<file path="src/fifo_consts.svh">
`ifndef FIFO_CONSTS_SVH
`define FIFO_CONSTS_SVH

// Storage shape.
`define FIFO_WIDTH 9
`define FIFO_AW 9
`define FIFO_PW 10
`define FIFO_DEPTH 10'h200
`define FIFO_HALF 10'h100

// Configuration word layout and default.
`define CFG_DEFAULT 9'h001
`define CFG_DIST_LSB 0
`define CFG_DIST_MSB 5
`define CFG_PAR_LSB 6
`define CFG_PAR_MSB 8
`define DIST_MAX 6'h0F

// Parity option codes in the upper three configuration bits.
`define PAR_CODE_EVEN_GEN 3'h1
`define PAR_CODE_ODD_GEN 3'h2
`define PAR_CODE_EVEN_CHK 3'h3
`define PAR_CODE_ODD_CHK 3'h4

// APB register offsets (byte addresses).
`define REG_CTRL 12'h000
`define REG_STATUS 12'h004
`define REG_WCOUNT 12'h008
`define REG_RCOUNT 12'h00C
`define REG_CONFIG 12'h010

// Field positions.
`define CTRL_CASCADE 0

`endif

</file>
<file path="src/fifo_pkg.sv">
package fifo_pkg;

`include "fifo_consts.svh"

typedef struct packed {
	logic psel;
	logic penable;
	logic pwrite;
	logic [31:0] paddr;
	logic [31:0] pwdata;
} apb_req_t;

typedef struct packed {
	logic boundary_flag_n;
	logic almost_level_flag_n;
	logic half_level_flag_n;
} flags_t;

typedef enum logic [1:0] {
	PAR_OFF,
	PAR_GEN,
	PAR_CHECK
} par_mode_t;

typedef struct packed {
	logic wclk_prev;
	logic rclk_prev;
	logic mr_prev;
	logic [`FIFO_PW-1:0] wptr;
	logic [`FIFO_PW-1:0] rptr;
	logic [`FIFO_PW-1:0] wcount;
	logic [`FIFO_PW-1:0] rcount;
	logic empty;
	logic aempty;
	logic full;
	logic afull;
	logic hfull;
	logic [`FIFO_WIDTH-1:0] cfg;
	logic rd_pend;
	logic [`FIFO_WIDTH-1:0] dout;
	logic perr;
	logic cascade;
	logic [31:0] prdata;
} state_t;

endpackage : fifo_pkg

</file>
<file path="src/dual_clock_fifo.sv">
`timescale 1ns/1ps

// Notes on behaviour
// - A write_clock rise with write enable low stores the input word.
// - A read_clock rise with read enable low presents the next word.
// - Output drivers off unless output enable; cascaded, only the read-enabled part drives.
// - Writes while full and reads while empty are ignored.
// - While empty the last valid read word stays on the outputs.
// - Master reset gives empty state: boundary low, almost low, half high.
// - Read data outputs go low when master reset rises.
// - Write during master reset loads the configuration word.
// - Read during master reset outputs the configuration word, default before any load.
// - Low six configuration bits give almost distance in steps of sixteen.
// - Default distance is one step, sixteen words or locations.
// - Almost flag is unavailable when cascaded for depth.
// - Upper three configuration bits select parity; default is disabled.
// - Even generation gives low parity for an even count of ones.
// - Empty and almost-empty change only on read_clock rises.
// - Half, almost-full and full change only on write_clock rises.
// - Three flags encode six fill states.
// - Thresholds follow the depth; above half starts at half plus one.
// - At exactly half, the next enabled write drives half flag low.
// - A write_clock rise without enable still refreshes full-side flags.
// - Leaving above-half needs the reads seen before a write_clock update.
// - Opposite-port operations count only if done before the updating edge.
// - Distance ranges 0 to 15 here; zero makes almost-empty equal empty.
// - A read edge while flagged empty only refreshes empty, almost-empty and the read count.
// - Enabled update cycles move data and count; disabled ones only refresh count and flags.

module dual_clock_fifo
	import fifo_pkg::*;
#(
	parameter logic [2:0] PAR_EVEN_GEN = `PAR_CODE_EVEN_GEN,
	parameter logic [2:0] PAR_ODD_GEN = `PAR_CODE_ODD_GEN,
	parameter logic [2:0] PAR_EVEN_CHK = `PAR_CODE_EVEN_CHK,
	parameter logic [2:0] PAR_ODD_CHK = `PAR_CODE_ODD_CHK
)
(
	input wire logic core_clk,
	input wire logic rst_b,
	input wire apb_req_t apb_req,
	output logic [31:0] prdata,
	output logic pready,
	output logic pslverr,
	input wire logic write_clock,
	input wire logic write_enable_n,
	input wire logic [`FIFO_WIDTH-1:0] write_data,
	input wire logic read_clock,
	input wire logic read_enable_n,
	input wire logic output_enable_n,
	input wire logic master_reset_n,
	output logic [`FIFO_WIDTH-1:0] read_data,
	output logic [`FIFO_WIDTH-1:0] read_data_oe,
	output flags_t flags,
	output logic parity_error_out
);

	////////////////////////////////////////////////////////////////////////////////

	state_t s_q;
	state_t s_d;
	logic w_rise;
	logic r_rise;
	logic mem_we;
	logic mem_re;
	logic [`FIFO_WIDTH-1:0] mem_rdata;
	logic [`FIFO_PW-1:0] thr;
	logic [`FIFO_PW-1:0] cnt_w;
	logic [`FIFO_PW-1:0] cnt_r;
	logic [`FIFO_PW-1:0] wptr_nx;
	logic [`FIFO_PW-1:0] rptr_nx;
	logic [`FIFO_WIDTH-1:0] word;
	logic [11:0] addr;

	////////////////////////////////////////////////////////////////////////////////

	// Parity option decode; used for both the output word and the check flag.
	function automatic par_mode_t par_mode(input logic [2:0] code);
		par_mode_t m;
		m = PAR_OFF;
		if (code == PAR_EVEN_GEN || code == PAR_ODD_GEN)
		begin
			m = PAR_GEN;
		end
		else if (code == PAR_EVEN_CHK || code == PAR_ODD_CHK)
		begin
			m = PAR_CHECK;
		end
		return m;
	endfunction : par_mode

	function automatic logic par_odd(input logic [2:0] code);
		return (code == PAR_ODD_GEN) || (code == PAR_ODD_CHK);
	endfunction : par_odd

	// Register decode for the error answer; the read path decodes the offsets in its own case.
	function automatic logic mapped(input logic [11:0] a);
		return (a == `REG_CTRL) || (a == `REG_STATUS) || (a == `REG_WCOUNT) ||
			(a == `REG_RCOUNT) || (a == `REG_CONFIG);
	endfunction : mapped

	////////////////////////////////////////////////////////////////////////////////

	// Port clocks arrive synchronous to core_clk, so one stored sample finds their rises.
	assign w_rise = write_clock & ~s_q.wclk_prev;
	assign r_rise = read_clock & ~s_q.rclk_prev;
	assign addr = apb_req.paddr[11:0];

	always_comb
	begin
		logic [5:0] p;
		p = s_q.cfg[`CFG_DIST_MSB:`CFG_DIST_LSB];
		if (p > `DIST_MAX)
		begin
			p = `DIST_MAX;
		end
		thr = {p, 4'h0};
	end

	// Each port sees the other pointer only as it stood before its own edge, so an
	// opposite operation in the same cycle falls into the next update.
	// opposite edge inclusion
	assign wptr_nx = s_q.wptr + `FIFO_PW'(mem_we);
	assign rptr_nx = s_q.rptr + `FIFO_PW'(mem_re);
	assign cnt_w = wptr_nx - s_q.rptr;
	assign cnt_r = s_q.wptr - rptr_nx;

	////////////////////////////////////////////////////////////////////////////////

	always_comb
	begin
		s_d = s_q;
		s_d.wclk_prev = write_clock;
		s_d.rclk_prev = read_clock;
		s_d.mr_prev = master_reset_n;
		s_d.rd_pend = 1'b0;
		mem_we = 1'b0;
		mem_re = 1'b0;
		word = mem_rdata;

		// Word fetched on the previous cycle lands in the output register.
		// parity option
		if (s_q.rd_pend)
		begin
			if (par_mode(s_q.cfg[`CFG_PAR_MSB:`CFG_PAR_LSB]) == PAR_GEN)
			begin
				word[8] = (^mem_rdata[7:0]) ^ par_odd(s_q.cfg[`CFG_PAR_MSB:`CFG_PAR_LSB]);
			end
			s_d.dout = word;
			s_d.perr = 1'b0;
			if (par_mode(s_q.cfg[`CFG_PAR_MSB:`CFG_PAR_LSB]) == PAR_CHECK)
			begin
				s_d.perr = (^mem_rdata) ^ par_odd(s_q.cfg[`CFG_PAR_MSB:`CFG_PAR_LSB]);
			end
		end

		if (!master_reset_n)
		begin
			s_d.wptr = '0;
			s_d.rptr = '0;
			s_d.wcount = '0;
			s_d.rcount = '0;
			s_d.empty = 1'b1;
			s_d.aempty = 1'b1;
			s_d.full = 1'b0;
			s_d.afull = 1'b0;
			s_d.hfull = 1'b0;
			s_d.rd_pend = 1'b0;
			if (s_q.mr_prev)
			begin
				s_d.cfg = `CFG_DEFAULT;
			end
			if (w_rise && !write_enable_n)
			begin
				s_d.cfg = write_data;
			end
			if (r_rise && !read_enable_n)
			begin
				s_d.dout = s_q.cfg;
			end
		end
		else
		begin
			if (!s_q.mr_prev)
			begin
				s_d.dout = '0;
				s_d.perr = 1'b0;
			end

			// Write port: store, then refresh the full-side flags on every rise.
			if (w_rise)
			begin
				if (!write_enable_n && !s_q.full)
				begin
					mem_we = 1'b1;
				end
				s_d.wptr = wptr_nx;
				s_d.wcount = cnt_w;
				s_d.full = (cnt_w == `FIFO_DEPTH);
				s_d.afull = ((`FIFO_DEPTH - cnt_w) <= thr);
				s_d.hfull = (cnt_w > `FIFO_HALF);
			end

			// Read port: while flagged empty the edge only refreshes the flags and rcount.
			if (r_rise)
			begin
				if (!read_enable_n && !s_q.empty)
				begin
					mem_re = 1'b1;
					s_d.rd_pend = 1'b1;
				end
				s_d.rptr = rptr_nx;
				s_d.rcount = cnt_r;
				s_d.empty = (cnt_r == '0);
				s_d.aempty = (cnt_r <= thr);
			end
		end

		// APB: read data is taken in the setup cycle so the zero-wait access is valid.
		if (apb_req.psel && !apb_req.penable && !apb_req.pwrite)
		begin
			s_d.prdata = '0;
			case (addr)
				`REG_CTRL:
				begin
					s_d.prdata[`CTRL_CASCADE] = s_q.cascade;
				end
				`REG_STATUS:
				begin
					s_d.prdata[4:0] = {s_q.hfull, s_q.afull, s_q.full, s_q.aempty, s_q.empty};
					s_d.prdata[5] = s_q.perr;
					s_d.prdata[6] = ~master_reset_n;
				end
				`REG_WCOUNT:
				begin
					s_d.prdata[`FIFO_PW-1:0] = s_q.wcount;
				end
				`REG_RCOUNT:
				begin
					s_d.prdata[`FIFO_PW-1:0] = s_q.rcount;
				end
				`REG_CONFIG:
				begin
					s_d.prdata[`FIFO_WIDTH-1:0] = s_q.cfg;
				end
				default:
				begin
					s_d.prdata = '0;
				end
			endcase
		end
		if (apb_req.psel && apb_req.penable && apb_req.pwrite && addr == `REG_CTRL)
		begin
			s_d.cascade = apb_req.pwdata[`CTRL_CASCADE];
		end
	end

	////////////////////////////////////////////////////////////////////////////////

	always_ff @(posedge core_clk)
	begin
		if (!rst_b)
		begin
			s_q <= '0;
			s_q.mr_prev <= 1'b1;
			s_q.empty <= 1'b1;
			s_q.aempty <= 1'b1;
			s_q.cfg <= `CFG_DEFAULT;
		end
		else
		begin
			s_q <= s_d;
		end
	end

	fifo_mem u_mem (
		.core_clk(core_clk),
		.we(mem_we),
		.waddr(s_q.wptr[`FIFO_AW-1:0]),
		.wdata(write_data),
		.re(mem_re),
		.raddr(s_q.rptr[`FIFO_AW-1:0]),
		.rdata(mem_rdata)
	);

	////////////////////////////////////////////////////////////////////////////////

	assign prdata = s_q.prdata;
	assign pready = 1'b1;
	assign pslverr = apb_req.psel & apb_req.penable & ~mapped(addr);

	assign read_data = s_q.dout;
	assign parity_error_out = s_q.perr;

	assign read_data_oe = {`FIFO_WIDTH{~output_enable_n & (~s_q.cascade | ~read_enable_n)}};

	assign flags.boundary_flag_n = ~(s_q.empty | s_q.full);
	assign flags.almost_level_flag_n = s_q.cascade | ~(s_q.aempty | s_q.afull);
	assign flags.half_level_flag_n = ~s_q.hfull;

endmodule : dual_clock_fifo

</file>
<file path="src/fifo_mem.sv">
`timescale 1ns/1ps

module fifo_mem
	import fifo_pkg::*;
(
	input wire logic core_clk,
	input wire logic we,
	input wire logic [`FIFO_AW-1:0] waddr,
	input wire logic [`FIFO_WIDTH-1:0] wdata,
	input wire logic re,
	input wire logic [`FIFO_AW-1:0] raddr,
	output logic [`FIFO_WIDTH-1:0] rdata
);

	logic [`FIFO_WIDTH-1:0] mem [0:(1 << `FIFO_AW)-1];

	// Read data leaves through a register so the array maps onto block RAM.
	always_ff @(posedge core_clk)
	begin
		if (we)
		begin
			mem[waddr] <= wdata;
		end
		if (re)
		begin
			rdata <= mem[raddr];
		end
	end

endmodule : fifo_mem

</file>
<file path="config.mk">
export PLATFORM = sky130hd
export DESIGN_NAME = dual_clock_fifo
export DESIGN_NICKNAME = d
export VERILOG_FILES = /design/src/fifo_pkg.sv /design/src/dual_clock_fifo.sv /design/src/fifo_mem.sv
export VERILOG_INCLUDE_DIRS = /design/src
export SDC_FILE = /design/constraint.sdc
export NUM_CORES = 2
export LEC_CHECK = 0
export BUFFER_PORTS_ARGS = -buffer_cell sky130_fd_sc_hd__buf_4
export CORE_MARGIN = 3
export CORE_UTILIZATION = 36
export DETAILED_ROUTE_END_ITERATION = 12
export HOLD_SLACK_MARGIN = 0.02
export PLACE_DENSITY_LB_ADDON = 0.12
export REMOVE_ABC_BUFFERS = 1
export SLEW_MARGIN = 15
export SYNTH_ARGS = -nofsm -noshare
export SYNTH_HDL_FRONTEND = slang
export SYNTH_MEMORY_MAX_BITS = 65536
export SYNTH_SLANG_ARGS = --single-unit
</file>
<file path="constraint.sdc">
create_clock -name core_clk -period 6.5 [get_ports core_clk]
set_input_delay 0.325 -clock core_clk [delete_from_list [all_inputs] [get_ports core_clk]]
set_output_delay 0.325 -clock core_clk [all_outputs]
set_load 0.1 [all_outputs]
</file>
[Word level (Yosys, flattened, before mapping)]
Memories as Yosys holds them, arrays and structs flattened. A register that Yosys moved wholly into a read port is not among the register bits.
Cells that the tools add are included.
Operators by class
  add/sub/neg operators: 5
  magnitude comparators: 4
  eq/ne operators: 11
  mux-type cells: 25
  bitwise operators: 21
  reduce and logical (&&, ||, !) cells: 29
Operators with widths (count)
  2-to-1 mux 9 bit: 4
  == test 12 x 4 -> 1 bit, second input constant: 2
  case mux 6 bit (4 select lines): 1
  adder 10 x 1 -> 10 bit: 2
  <= comparator 10 bit: 2
  2-to-1 mux 10 bit: 2
  subtractor 10 bit: 2
  == test 12 x 3 -> 1 bit, second input constant: 1
  == test 12 x 5 -> 1 bit, second input constant: 1
  zero test 12 bit: 1
  2-to-1 mux 1 bit: 11
  == test 10 bit, second input constant: 1
  greater-than comparator 10 x 9 -> 1 bit, second input constant: 1
  zero test 10 bit: 1
  inverter 1 bit: 10
  subtractor 10 bit, first input constant: 1
  logical AND 1 bit: 9
  parity 9 bit: 1
  parity 8 bit: 1
  logical OR 1 bit: 7
  == test 3 x 2 -> 1 bit, second input constant: 2
  greater-than comparator 6 x 4 -> 1 bit, second input constant: 1
  zero test 1 bit: 6
  2-to-1 mux 2 bit: 3
  13 further kinds: 22
Word-level totals
  flip-flop bits (word level): 79
  bits in writable memories: 4608
  output and inout bits: 56
  memories kept: 1
Memory list
  u_mem.mem: words 512, width 9, read ports 1, clocked after Yosys merged registers in 1, wr ports 1, RTL line fifo_mem.sv:15  | logic [`FIFO_WIDTH-1:0] mem [0:(1 << `FIFO_AW)-1];

[Depth between registers and ports, before layout]
  word-level depth: 10
  mapped depth: 23

[Hierarchy]
Synthesis repeated with hierarchy kept, for this count alone.
Unflattened totals
  cell total of the unflattened synthesis: 9534
  area total of the unflattened synthesis: 184981.2 µm²
By module, submodules not included
  fifo_mem: instances 1, cells an instance 8888, area an instance 179704.9 µm², seq. area each 138643.0 µm²
  dual_clock_fifo: instances 1, cells an instance 646, area an instance 5276.3 µm², seq. area each 1581.5 µm²

[Least setup slack after synthesis]
Ideal clock, no wire load.
  path kind: register -> register
  start point: register s_q[99] (netlist bit)
  end point: register s_q[56] (netlist bit)
  library setup time: 0.129 ns
  arrival time: 4.574 ns
  required time: 6.371 ns
  path slack: 1.796 ns
  cell stages (with the launch flop): 21
  buffers on the path: 1
  period minus slack after synthesis: 4.704 ns
  cell sequence: dfxtp_1 > nand2b_1 > clkbuf_1 > nor4_1 > ha_1 > ha_1 > inv_1 > ha_1 > nor2b_1 > o21ai_0 > a21boi_0 > o31ai_1 > a21oi_1 > a31oi_1 > xnor2_1 > ha_1 > nand4_1 > nor2_1 > nor2_1 > a221oi_1 > o21ai_0
On the way
  cells in the longest elaborated chain, start to end: 7
Ends and longest elaborated chain
  from (decl): RTL line dual_clock_fifo.sv:60  | state_t s_q;
  inverter 1 bit: RTL line dual_clock_fifo.sv:106  | assign r_rise = read_clock & ~s_q.rclk_prev;
  AND 1 bit: RTL line dual_clock_fifo.sv:106
  2-to-1 mux 1 bit
  2-to-1 mux 1 bit: RTL line dual_clock_fifo.sv:157  | if (!master_reset_n)
  net mem_re: RTL line dual_clock_fifo.sv:65  | logic mem_re;
  adder 10 x 1 -> 10 bit: RTL line dual_clock_fifo.sv:124  | assign rptr_nx = s_q.rptr + `FIFO_PW'(mem_re);
  net rptr_nx[1]: RTL line dual_clock_fifo.sv:71  | logic [`FIFO_PW-1:0] rptr_nx;
  subtractor 10 bit: RTL line dual_clock_fifo.sv:126  | assign cnt_r = s_q.wptr - rptr_nx;
  net cnt_r[9]: RTL line dual_clock_fifo.sv:69  | logic [`FIFO_PW-1:0] cnt_r;
  <= comparator 10 bit: RTL line dual_clock_fifo.sv:215  | s_d.aempty = (cnt_r <= thr);
The timed path passes the listed nets, and every way through them passes these cells.
A chain may end at the register's enable or synchronous reset.

==> flow_results.org <==
** Outcome
- The flow ran to the end, and the final reports show no timing, DRC or antenna violations.

** Global route
- All-Layer GR Usage :: 0.2252
- Wire length of the first global-routing pass :: 816200 µm
- Grt total ovfl :: 0
- The initial antenna violation count was 61.
- Via count of the first global-routing pass :: 95260
- Pin count of the biggest net entering global routing :: 209

** Detailed routing
- The count of nets left with antenna violations once routing finished came out at 0.
- Routed wire length :: 599100 µm
- Dividing the detail-routed wire length by the instance count gives 35.83 µm.
- Mean number of vias per cell :: 5.736
- Via count of the routed design :: 95920
- The first routing iteration left 11270 violations.
- The first TritonRoute pass finished after 5 iterations.
- After detailed routing, the number of remaining DRC violations is 0.

** Clock network
- In this run the number of H-tree levels came out at 6.
- Counting every sink on the clock net gives 4696.
- The clock passes through at most 4 buffers.
- Post-CTS repair changed the size of 0 cells.
- The later pin in the worst-skew pair is clocked with a latency of 1.07 ns.
- Root buffer cell :: clkbuf_16
- Inserted Clock Buffers :: 525
- TritonCTS built the clock tree.
- Clock-pin slew of the registers on the worst-case setup and hold paths :: 0.06 ns

** Setup path
- Setup crit start kind :: flop
- Worst-path cell chain :: buf_4 -> nand2_4 -> buf_12 -> buf_4 -> o221ai_1 -> o22ai_1 -> or3_1 -> a32oi_1 -> a31oi_1 -> nor3_1 -> buf_4
- Setup slack of the worst register-to-register path :: 1.42 ns
- Data arrives at the worst endpoint at 6.02 ns.
- Capturing point of the worst reg2reg path :: u_mem.rdata[6]$_DFFE_PP_
- In this design, the critical path's most frequently occurring cell is buf_4.
- In this run the critical register-to-register path is launched from s_q[79]$_SDFFE_PN0N_.
- Crit path max fanout :: 31
- Required @ worst endpoint :: 7.44 ns
- Counting cells, the worst reg-to-reg path comes to 11.
- Crit path max-delay cell type :: nor3_1
- Kind of end point of the critical path :: flop
- In this run the worst setup path begins at s_q[79]$_SDFFE_PN0N_.
- The worst setup path is of the flop to flop kind.
- In this design, the stage delay of the slowest critical-path cell is 0.82 ns.

** Finish
- In the final design database the tool counted 9682 nets.
- The filler cells instantiated in the layout total 44610.
- Once layout is complete, the utilization of the core stands at 0.4133.
- The library cell used most frequently in the layout, excluding fill and tap cells, is edfxtp_1.
- In the final layout, the share of cells above drive strength 1 is 0.2165.
- Layout Area Growth over Synthesis :: 14.11%
- The top cell types in the final layout, fill and taps aside, are edfxtp_1 (4617), mux4_2 (948), nor2_1 (656).

** Yosys
- Yosys mapped a number of flops with a built-in enable equal to 4617.
- The synthesized netlist contains 85 unique library cells.
- In the synthesized netlist the async set-or-reset flop fraction comes to 0.
- The Yosys step of the flow raised 0 warnings.
- Cell type contributing the most total cell area after synthesis :: edfxtp_1
- Among all flip-flop cells after synthesis, the most frequent one is edfxtp_1.
- Counting flops and latches in the post-synthesis netlist gives 4696.
- Syn Inst Count :: 9166
- By area the synthesized netlist is led by edfxtp_1 (75%), mux4_2 (12%), mux2i_1 (3.3%), nor2_1 (1.4%), o221ai_1 (0.94%).
- Area share of the largest cell type after synthesis :: 0.7499
- Post-synth design cell area :: 184900 µm²
- The share of the Yosys chip area taken by registers is 0.7585.
- Mean instance size in the synthesized netlist :: 20.17 µm²

** Power and ir drop
- Sequential power share :: 0.528
- Internal power comes to 49.98 mW.
- Power spread over the standard cell area amounts to 298.5 nW/µm².
- The design draws 62.98 mW.
- For this design the total switching power over the nets is 12.99 mW.
- Sw Share :: 0.2063
- Share of total power in the clock network :: 0.458
- Summed over all cells, the static leakage comes to 62.52 nW.
- Combinational Power Share :: 0.013
- VDD sags by at most 0.2535 mV.

** Die
- In this run the standard cell core region covers 510400 µm².
- Num ports :: 140
- The floorplan step defined a die boundary enclosing 522200 µm².
- Initial standard-cell utilization of the core :: 0.3622
- Row generation in the floorplan step produced 262 rows.
- Die Y-Extent :: 722.6 µm
- The die is 722.6 µm wide.

** STA
- Highest clock frequency the design can meet :: 0.1968 GHz
- Smallest setup slack after layout :: 1.418 ns
- Worst-Margin Slew :: 1.364 ns
- Setup violations remaining at the end of the flow were counted as 0.
- Clock tree skew after final layout :: 0.05432 ns
- Fin. Hold Viols :: 0
- For the finished layout, the period the worst path requires is 5.082 ns.
- Setup repair after global routing left no endpoint under its margin.
- Rel. slew slack :: 0.09077
- Period utilisation layout :: 0.7819
- The max-slew violation count is 0.

** Flow run
- The tool flagged a number of max-cap violations equal to 0.

** Min path
- The path class of the tightest hold or removal check is input port to flop.
- Instance count along the most critical hold path :: 7
- Hold EP :: prdata[9]$_SDFFE_PN0P_
- In this run the most critical hold path is launched from apb_req[38].

** Place
- At the placement stage, the worst setup path has a slack of 1.265 ns.
- Detailed placement finished with a half-perimeter wire length of 367900 µm.
- Gpl congestion :: 0.8146
- Port buffering added 65 buffers.
## worst max path at each step
stage / slack, ns / endpoint / depth (start not counted)
finish: 1.42 / u_mem.rdata[6]$_DFFE_PP_ / 11
floorplan: -54.23 / u_mem.rdata[7]$_DFFE_PP_ / 7
CTS: 1.27 / u_mem.rdata[8]$_DFFE_PP_ / 10
global placement: 0.94 / u_mem.rdata[8]$_DFFE_PP_ / 10
global route: 1.06 / s_q[54]$_SDFFE_PN0N_ / 23
detailed placement: 1.27 / u_mem.rdata[8]$_DFFE_PP_ / 10
## final cells by class
class | count | area (µm²) | share of cell area
Inverter | 27 | 121.4 | 0.0005753
Tap cell | 6732 | 8423 | 0.03993
Multi-Input combinational cell | 3842 | 40920 | 0.1940
Clock inverter | 280 | 2681 | 0.01271
Clock buffer | 657 | 13820 | 0.06551
Timing Repair Buffer | 470 | 4710 | 0.02232
Antenna cell | 17 | 42.54 | 0.0002016
Sequential cell | 4696 | 140200 | 0.6648
## metrics by stage
| step | cell area (µm²) | std cells | hold WS (ns) | TNS (ns) |
|---|---|---|---|---|
| 2_1_floorplan | 180900 | 8565 | 0.4012 | -2303.05 |
| 3_3_place_gp | 194000 | 15730 | 0.4509 | 0 |
| 3_5_place_dp | 194000 | 15730 | 0.4520 | 0 |
| 4_1_cts | 210900 | 16700 | 0.03686 | 0 |
| 5_1_grt | 210900 | 16710 | 0.1683 | 0 |
| 6_report | 211000 | 16720 | 0.1426 | 0 |
## synth_stat cells, drive strengths merged, types with 79 or more instances
master	number
a21oi	212
buf	377
clkbuf	249
dfxtp	79
edfxtp	4617
mux2i	605
mux4	952
nand2	203
nor2	672
o21ai	110
o221ai	198
o22ai	160
## routing by layer
metal | vias to the layer above | track usage | routed length, µm | part of all wire
met5 | - | 0 | 92 | 0.00015
met4 | 14 | 0.05753 | 16310 | 0.027
met3 | 709 | 0.03761 | 43620 | 0.073
met2 | 3913 | 0.3510 | 276900 | 0.46
met1 | 52440 | 0.3292 | 262200 | 0.44
li1 | 38840 | - | - | -
## state kept, by name, summed over array words and instances, names as in the netlist
signal	count
u_mem.mem	4608
u_mem.rdata	9
read_data	9
prdata	10
s_q	59
parity_error_out	1
## critical path, delay by kind of cell, from the launching register on
kind | cells | cell delay (ns)
and+or+nand+nor | 3 | 1.55
buffers and inverters | 4 | 1.24
DFF | 1 | 0.70
AOI/OAI and AO/OA | 4 | 1.36
## kinds of logic after synthesis
group	share of synthesized area
other	0.00004062
xor gates and xnor gates	0.002463
buffers and inverters	0.02253
muxes	0.1495
AOI/OAI and AO/OA	0.03847
adders and majority gates	0.002518
and+or+nand+nor	0.02596
DFF	0.7585
## repair_timing
action                                  in CTS  in global routing
buffers inserted                             0                  0
hold endpoints to repair                   699                  0
hold buffers                                39                  0
endpoints found under the setup margin       0                  0
## power by group through the flow
stage	registers (mW)	logic [mW]	clock network [mW]
finish	33.3	0.844	28.9
global route	33.2	0.900	30.7
CTS	33.3	0.856	29.4
detailed placement	33.9	0.840	0
global placement	33.9	0.804	0
floorplan	33.9	0.207	0
No activity file was read; power rests on OpenSTA's default activity.
